File: src/core/mmcs_consts.svh
// constants for the memory and mac clock select block
// What the document says about this block
// memory interface clock: two sources, one select bit
// fixed tap is multiplier output divided by 4.5
// system clock three divider ratio is programmable
// software keeps memory clock at or below 100 MHz
// recommended: 600 MHz multiplier, divider three at 3
// mac bus clock is system clock four
// mii transmit and receive clocks come from outside
// rmii reference: external pin or system clock seven
// select field 0: reference taken from pin
// select field 8h: clock seven used and driven out
// internal clock seven misses 50 ppm tolerance
// source switching is glitch free; code guards only the memory clock, the rmii reference switches directly
// divider value n divides by n plus one
`ifndef MMCS_CONSTS_SVH
`define MMCS_CONSTS_SVH
`define MMCS_DIV_W 5
`define MMCS_SEL_W 4
`define MMCS_REF_PIN_SEL 4'h0
`define MMCS_REF_INT_SEL 4'h8
`define MMCS_TAP_HALVES 4'h9
`define MMCS_TAP_HIGH 4'h4
`endif

File: src/core/mmcs_pkg.sv
// types for the memory and mac clock select block
`include "mmcs_consts.svh"
package mmcs_pkg;
  typedef struct packed {
    logic memif_clock_select_bit;
    logic [`MMCS_DIV_W-1:0] sys_clock_three_divider;
    logic [`MMCS_SEL_W-1:0] rmii_ref_select_field;
    logic rmii_mode;
  } mmcs_cfg_t;
  typedef enum logic [1:0] {
    MMCS_ON_A = 2'b00,
    MMCS_STOP_A = 2'b01,
    MMCS_STOP_B = 2'b11,
    MMCS_ON_B = 2'b10
  } mmcs_sw_t;
endpackage

File: src/core/mmcs_glitchless_mux.sv
// glitch free select between two clock-enable streams
`timescale 1ns/1ps
module mmcs_glitchless_mux (
  input wire logic i_mclk,
  input wire logic i_rst,
  input wire logic i_ce,
  input wire logic i_sel,
  input wire logic i_tick_a,
  input wire logic i_tick_b,
  output logic o_tick,
  output logic o_on_b
);
  import mmcs_pkg::*;
  mmcs_sw_t state;
  // two idle cycles (MMCS_STOP_A, MMCS_STOP_B) between sources so no merged or runt pulse escapes
  always_ff @(posedge i_mclk) begin
    if (i_rst) begin
      state <= MMCS_ON_A;
    end else if (i_ce) begin
      case (state)
        MMCS_ON_A: if (i_sel) state <= MMCS_STOP_A;
        MMCS_STOP_A: state <= i_sel ? MMCS_STOP_B : MMCS_ON_A;
        MMCS_STOP_B: state <= i_sel ? MMCS_ON_B : MMCS_STOP_A;
        MMCS_ON_B: if (!i_sel) state <= MMCS_STOP_B;
        default: state <= MMCS_ON_A;
      endcase
    end
  end
  always_ff @(posedge i_mclk) begin
    if (i_rst) begin
      o_tick <= 1'b0;
      o_on_b <= 1'b0;
    end else if (i_ce) begin
      o_tick <= (state == MMCS_ON_A) ? i_tick_a : ((state == MMCS_ON_B) ? i_tick_b : 1'b0);
      o_on_b <= (state == MMCS_ON_B);
    end
  end
  no_tick_switch_a: assert property (@(posedge i_mclk) disable iff (i_rst)
    (i_ce && (state == MMCS_STOP_A || state == MMCS_STOP_B)) |=> !o_tick)
    else $error("tick passed during source switch");
endmodule

File: src/core/mmcs_clock_select.sv
// clock source selection for memory interface and ethernet mac
`timescale 1ns/1ps
`include "mmcs_consts.svh"
module mmcs_clock_select #(
  parameter int DIV_W = `MMCS_DIV_W
) (
  input wire logic i_mclk,
  input wire logic i_rst,
  input wire logic i_ce,
  input wire logic i_post_tick,
  input wire logic i_mult_tick,
  input wire logic i_sys4_tick,
  input wire logic i_sys7_tick,
  input wire logic i_ref_pin_in,
  input wire mmcs_pkg::mmcs_cfg_t i_cfg,
  output logic o_sys3_tick,
  output logic o_tap_tick,
  output logic o_memif_clock,
  output logic o_memif_on_tap,
  output logic o_mac_bus_clock,
  output logic o_rmii_ref,
  output logic o_ref_pin_out,
  output logic o_ref_pin_oe_n
);
  import mmcs_pkg::*;
  // all *_tick inputs are clock enables on i_mclk; the pin is asynchronous
  logic ref_meta;
  logic ref_sync;
  logic [DIV_W-1:0] div_cnt;
  logic [3:0] tap_cnt;
  logic next_sys3;
  logic mux_tick;
  logic mux_on_b;
  logic ref_int;

  always_ff @(posedge i_mclk) begin
    if (i_rst) begin
      ref_meta <= 1'b0;
      ref_sync <= 1'b0;
    end else if (i_ce) begin
      ref_meta <= i_ref_pin_in;
      ref_sync <= ref_meta;
    end
  end

  // divider value n gives one output tick every n+1 input ticks
  assign next_sys3 = i_post_tick && (div_cnt >= i_cfg.sys_clock_three_divider);
  always_ff @(posedge i_mclk) begin
    if (i_rst) begin
      div_cnt <= '0;
    end else if (i_ce && i_post_tick) begin
      div_cnt <= next_sys3 ? '0 : div_cnt + 1'b1;
    end
  end

  // 4.5 is done on half periods: nine multiplier edges make one output period
  always_ff @(posedge i_mclk) begin
    if (i_rst) begin
      tap_cnt <= 4'h0;
    end else if (i_ce && i_mult_tick) begin
      tap_cnt <= (tap_cnt == `MMCS_TAP_HALVES - 4'h1) ? 4'h0 : tap_cnt + 4'h1;
    end
  end

  always_ff @(posedge i_mclk) begin
    if (i_rst) begin
      o_sys3_tick <= 1'b0;
      o_tap_tick <= 1'b0;
    end else if (i_ce) begin
      o_sys3_tick <= next_sys3;
      o_tap_tick <= i_mult_tick && (tap_cnt == `MMCS_TAP_HALVES - 4'h1);
    end
  end

  mmcs_glitchless_mux u_memif_mux (
    .i_mclk(i_mclk),
    .i_rst(i_rst),
    .i_ce(i_ce),
    .i_sel(i_cfg.memif_clock_select_bit),
    .i_tick_a(o_sys3_tick),
    .i_tick_b(o_tap_tick),
    .o_tick(mux_tick),
    .o_on_b(mux_on_b)
  );

  always_ff @(posedge i_mclk) begin
    if (i_rst) begin
      o_memif_clock <= 1'b0;
      o_memif_on_tap <= 1'b0;
      o_mac_bus_clock <= 1'b0;
    end else if (i_ce) begin
      o_memif_clock <= mux_tick;
      o_memif_on_tap <= mux_on_b;
      o_mac_bus_clock <= i_sys4_tick;
    end
  end

  // only the 8h code selects the internal clock; anything else leaves the pin an input
  assign ref_int = i_cfg.rmii_mode && (i_cfg.rmii_ref_select_field == `MMCS_REF_INT_SEL);
  always_ff @(posedge i_mclk) begin
    if (i_rst) begin
      o_rmii_ref <= 1'b0;
      o_ref_pin_out <= 1'b0;
      o_ref_pin_oe_n <= 1'b1;
    end else if (i_ce) begin
      o_rmii_ref <= ref_int ? i_sys7_tick : ref_sync;
      o_ref_pin_out <= ref_int ? i_sys7_tick : 1'b0;
      o_ref_pin_oe_n <= !ref_int;
    end
  end

  sys3_period_a: assert property (@(posedge i_mclk) disable iff (i_rst)
    (i_ce && next_sys3) |=> o_sys3_tick)
    else $error("divided tick missing");
  pin_drive_a: assert property (@(posedge i_mclk) disable iff (i_rst)
    (i_ce && ref_int) |=> !o_ref_pin_oe_n)
    else $error("pin not driven with internal reference");
  pin_input_a: assert property (@(posedge i_mclk) disable iff (i_rst)
    (i_ce && i_cfg.rmii_ref_select_field == `MMCS_REF_PIN_SEL) |=> o_ref_pin_oe_n)
    else $error("pin driven while external reference chosen");
  ref_source_a: assert property (@(posedge i_mclk) disable iff (i_rst)
    (i_ce && ref_int) |=> (o_rmii_ref == $past(i_sys7_tick)))
    else $error("reference not from clock seven");
  mac_bus_a: assert property (@(posedge i_mclk) disable iff (i_rst)
    i_ce |=> (o_mac_bus_clock == $past(i_sys4_tick)))
    else $error("mac bus clock not clock four");
  tap_ratio_a: assert property (@(posedge i_mclk) disable iff (i_rst)
    o_tap_tick |-> !$past(o_tap_tick))
    else $error("tap ticks back to back");
  memif_one_src_a: assert property (@(posedge i_mclk) disable iff (i_rst)
    (o_memif_clock && o_memif_on_tap) |-> $past(o_tap_tick, 2))
    else $error("memory clock not from tap");
  // a frozen block must not invent or drop memory clock pulses
  ce_freeze_a: assert property (@(posedge i_mclk) disable iff (i_rst)
    !i_ce |=> $stable(o_memif_clock))
    else $error("memory clock moved while frozen");
  mii_pin_input_a: assert property (@(posedge i_mclk) disable iff (i_rst)
    (i_ce && !i_cfg.rmii_mode) |=> o_ref_pin_oe_n)
    else $error("pin driven outside rmii mode");
  sys3_hold_a: assert property (@(posedge i_mclk) disable iff (i_rst)
    (i_ce && i_post_tick && div_cnt < i_cfg.sys_clock_three_divider) |=> !o_sys3_tick)
    else $error("divided tick early");
endmodule

File: config.mk
export PLATFORM = sky130hd
export DESIGN_NAME = mmcs_clock_select
export DESIGN_NICKNAME = d
export VERILOG_FILES = /design/src/core/mmcs_pkg.sv /design/src/core/mmcs_glitchless_mux.sv /design/src/core/mmcs_clock_select.sv
export VERILOG_INCLUDE_DIRS = /design/src /design/src/core
export SDC_FILE = /design/constraint.sdc
export NUM_CORES = 1
export LEC_CHECK = 0
export BUFFER_PORTS_ARGS = -buffer_cell sky130_fd_sc_hd__buf_2
export CAP_MARGIN = 20
export CORE_ASPECT_RATIO = 0.9
export CORE_MARGIN = 8
export CORE_UTILIZATION = 47
export DETAILED_ROUTE_END_ITERATION = 16
export HOLD_SLACK_MARGIN = 0.06
export PLACE_DENSITY = 0.74
export SLEW_MARGIN = 20
export SYNTH_ARGS = -nofsm -noshare
export SYNTH_HDL_FRONTEND = slang
export SYNTH_SLANG_ARGS = --single-unit
File: constraint.sdc
create_clock -name i_mclk -period 1.42 [get_ports i_mclk]
set_input_delay 0.355 -clock i_mclk [delete_from_list [all_inputs] [get_ports i_mclk]]
set_output_delay 0.355 -clock i_mclk [all_outputs]
set_load 0.02 [all_outputs]
==> metrics <==
outcome=complete, but fails checks; violated checks=negative setup slack; RePlAce Congestion=0.752; Critical Path RT=1620 ps; count of different cell masters after synthesis=28; max-slew violation total from the final report=0; worst flop-to-flop path startpoint=div_cnt[2]$_SDFFE_PP0P_; clock transition time at the flip-flop clock pins of the worst setup and hold paths=130 ps; die boundary width=67.8 um; Setup Fix Bufs, Post-CTS=0; most instantiated flip-flop cell in the synthesis netlist=sky130_fd_sc_hd__dfxtp_1; first-pass GRT wire length=4.76 mm; leading cell type in the layout, fill and taps excluded=sky130_fd_sc_hd__buf_2; final critical-path share of the clock period=103%; most frequent cells in the layout=sky130_fd_sc_hd__buf_2, sky130_fd_sc_hd__dfxtp_1, sky130_fd_sc_hd__nor2_1, sky130_fd_sc_hd__nand2_1, sky130_fd_sc_hd__nand3_1; worst min path class=input pin to flop; Arrival @ worst endpoint=1660 ps; number of antenna violations at the first check in global routing=0; pre-CTS setup slack=-244 ps; CORE AREA=0.00236 mm2; # setup viols final=2; crit start category=flop; area of the die=0.00424 mm2; Initial Util=48.1%; per-cell routed wire length=14.9 um; fraction of registers with async set or reset after synthesis=0%; post-synthesis sequential element count=23; HPWL after detailed placement=2.08 mm; met1 layer wirelength in the final routing=1.16 mm; clock tree sinks=23; leakage=0.617 nW; TritonCTS Buffers=3; total met2 wirelength after detailed routing=1.57 mm; share of layout cells above drive strength 1=33.3%; power per standard cell area=801 mW/mm2; std cell rows=17; worst clock skew=1.68 ps; Yosys warning count=0; Overflow after GRT=0; setup tns final=-64.7 ps; via count normalized by instance count=5.42; fmax=684 MHz; # nets final=196; Net Count, Synth=160; worst supply voltage drop on vdd=756 uV; Layout area overhead=29.0%; violation count after the first detailed-route iteration=73; antenna-violating nets left=0; number of maximum-capacitance constraint violations=0; total length of routed met3 wires=104 um; uppermost metal layer occupied by signal nets=met4; Max-Slew Margin vs Limit=72.6%; later-pin clock latency in the skew report=320 ps; final critical path time including I/O delays and setup=1460 ps; Vias=1,063; Die Ht=62.6 um; Post-synth EDFFs=0; CTS tree=done; Hold Violations, Final=0; post-layout power=1.17 mW; I/O pins=27; cell area after technology mapping=0.00113 mm2; pin count of the biggest net entering global routing=24; cell-by-cell listing of the critical path=ha_4, nand2_2, o21ai_4, a31oi_4, nand3_1, a31oi_1; per-instance average area after synthesis=8.53 um2; count of TritonRoute iterations in the first routing pass=4; longest individual stage delay on the worst path=360 ps; endpoint type of the worst setup path=flop; Clock Tree Root=sky130_fd_sc_hd__clkbuf_4; RSZ-0062 raised after global routing=true; actual transition at the worst max-transition pin=411 ps; number of diodes=0; Crit-path slowest cell=sky130_fd_sc_hd__dfxtp_2; total wirelength of the detailed-routed design=2.92 mm; final core occ=62.0%; CTS HTree Levels=1; DRC=0; critical path launch point=div_cnt[2]$_SDFFE_PP0P_; proportion of synthesized chip area in sequential cells=40.6%; instance count of the mapped netlist=133; number of global-route vias before repair=1,072; Worst Path Max Fanout=5; clock tree buffer depth=2; count of port buffers added during placement=26; category of the most critical setup path=flop to flop; post-route worst setup slack=-41.8 ps; global-route usage over all layers=14.1%; source of the worst hold timing path=i_sys4_tick
==> per-layer routing <==
| metal | track usage (%) | vias up |
|---|---|---|
| met1 | 15.6 | 501 |
| met3 | 4.84 | 8 |
| met5 | 0 | - |
| li1 | - | 532 |
| met4 | 5.63 | 0 |
| met2 | 23.8 | 22 |
==> Yosys cell counts, types with 2 or more instances <==
cell type | number | area share [%]
sky130_fd_sc_hd__nand2_1 | 17 | 5.6
sky130_fd_sc_hd__nor2_1 | 16 | 5.3
sky130_fd_sc_hd__clkbuf_1 | 2 | 0.66
sky130_fd_sc_hd__buf_2 | 2 | 0.88
sky130_fd_sc_hd__ha_1 | 8 | 8.8
sky130_fd_sc_hd__a21oi_1 | 12 | 5.3
sky130_fd_sc_hd__dfxtp_1 | 23 | 41
sky130_fd_sc_hd__inv_1 | 8 | 2.6
sky130_fd_sc_hd__nand3_1 | 13 | 5.7
sky130_fd_sc_hd__nand3b_1 | 2 | 1.3
sky130_fd_sc_hd__nor3_1 | 3 | 1.3
sky130_fd_sc_hd__mux2i_1 | 7 | 6.2
sky130_fd_sc_hd__and2_1 | 2 | 1.1
sky130_fd_sc_hd__o21ai_0 | 2 | 0.88
sky130_fd_sc_hd__a31oi_1 | 3 | 1.7
==> where the power goes <==
group          leakage [nW]  internal, mW  total (mW)  switching (mW)
registers             0.188         0.662       0.675          0.0128
clock network        0.0139         0.108       0.315           0.207
logic                 0.415        0.0817       0.183           0.102
total                 0.617         0.851        1.17           0.322
==> flip-flops by register name, indices dropped and copies added, names as in the netlist, named ones only <==
name and flops:
div_cnt 5, tap_cnt 4, o_mac_bus_clock 1, o_memif_clock 1
o_memif_on_tap 1, o_ref_pin_oe_n 1, o_ref_pin_out 1, o_rmii_ref 1
o_sys3_tick 1, o_tap_tick 1, ref_meta 1, ref_sync 1
u_memif_mux.o_on_b 1, u_memif_mux.o_tick 1, u_memif_mux.state 1
==> layout make-up <==
| class | instances | area [um2] |
|---|---|---|
| fill | 214 | 897 |
| multi-input combinational | 99 | 714 |
| sequential | 23 | 464 |
| timing repair buffer | 34 | 190 |
| tap | 28 | 35.0 |
| inverter | 8 | 30.0 |
| clock buffer | 3 | 22.5 |
| clock inverter | 1 | 7.51 |
==> worst paths after layout <==
kind	end	slack [ps]	cells after the start
worst max register to register	div_cnt[4]$_SDFFE_PP0P_	-40	6
worst min-delay path	o_mac_bus_clock$_SDFFE_PP0P_	270	3
worst max-delay path	div_cnt[4]$_SDFFE_PP0P_	-40	6
worst min register to register	o_ref_pin_out$_SDFFE_PP0P_	480	2
==> repair_timing <==
| action | CTS | global route |
|---|---|---|
| hold buffers | 0 | 0 |
| endpoints found under the setup margin | 6 | 6 |
| resized for setup | 5 | 6 |
| cloned | 1 | 0 |
| pin swaps | 5 | 4 |
==> metrics by stage <==
stage	instance area (um2)	std cells	hold WS, ps
after global routing	1460	196	282
after CTS	1430	196	269
after detailed placement	1370	191	459
after floorplan	1160	133	420
final	1460	196	267
after global placement	1370	191	451
==> logic make-up (layout without fill, tap and decap cells) <==
| logic type | count (synthesis) | in the layout | share of synthesized area [%] |
|---|---|---|---|
| buffers and inverters | 12 | 46 | 4.19 |
| multiplexers | 7 | 7 | 6.17 |
| adder cells (fa/ha/maj) | 8 | 8 | 8.82 |
| AND/OR/NAND/NOR | 58 | 58 | 25.0 |
| flip-flops | 23 | 23 | 40.6 |
| AO/OA/AOI/OAI | 24 | 25 | 14.4 |
| XOR/XNOR | 1 | 1 | 0.772 |
==> critical path, delay by kind of cell, from the launching register on <==
kind,cells,cell delay (ps)
compound gates,3,470
flops,1,360
fa+ha+maj,1,290
simple gates,2,210
No activity file was read; power rests on OpenSTA's default activity.
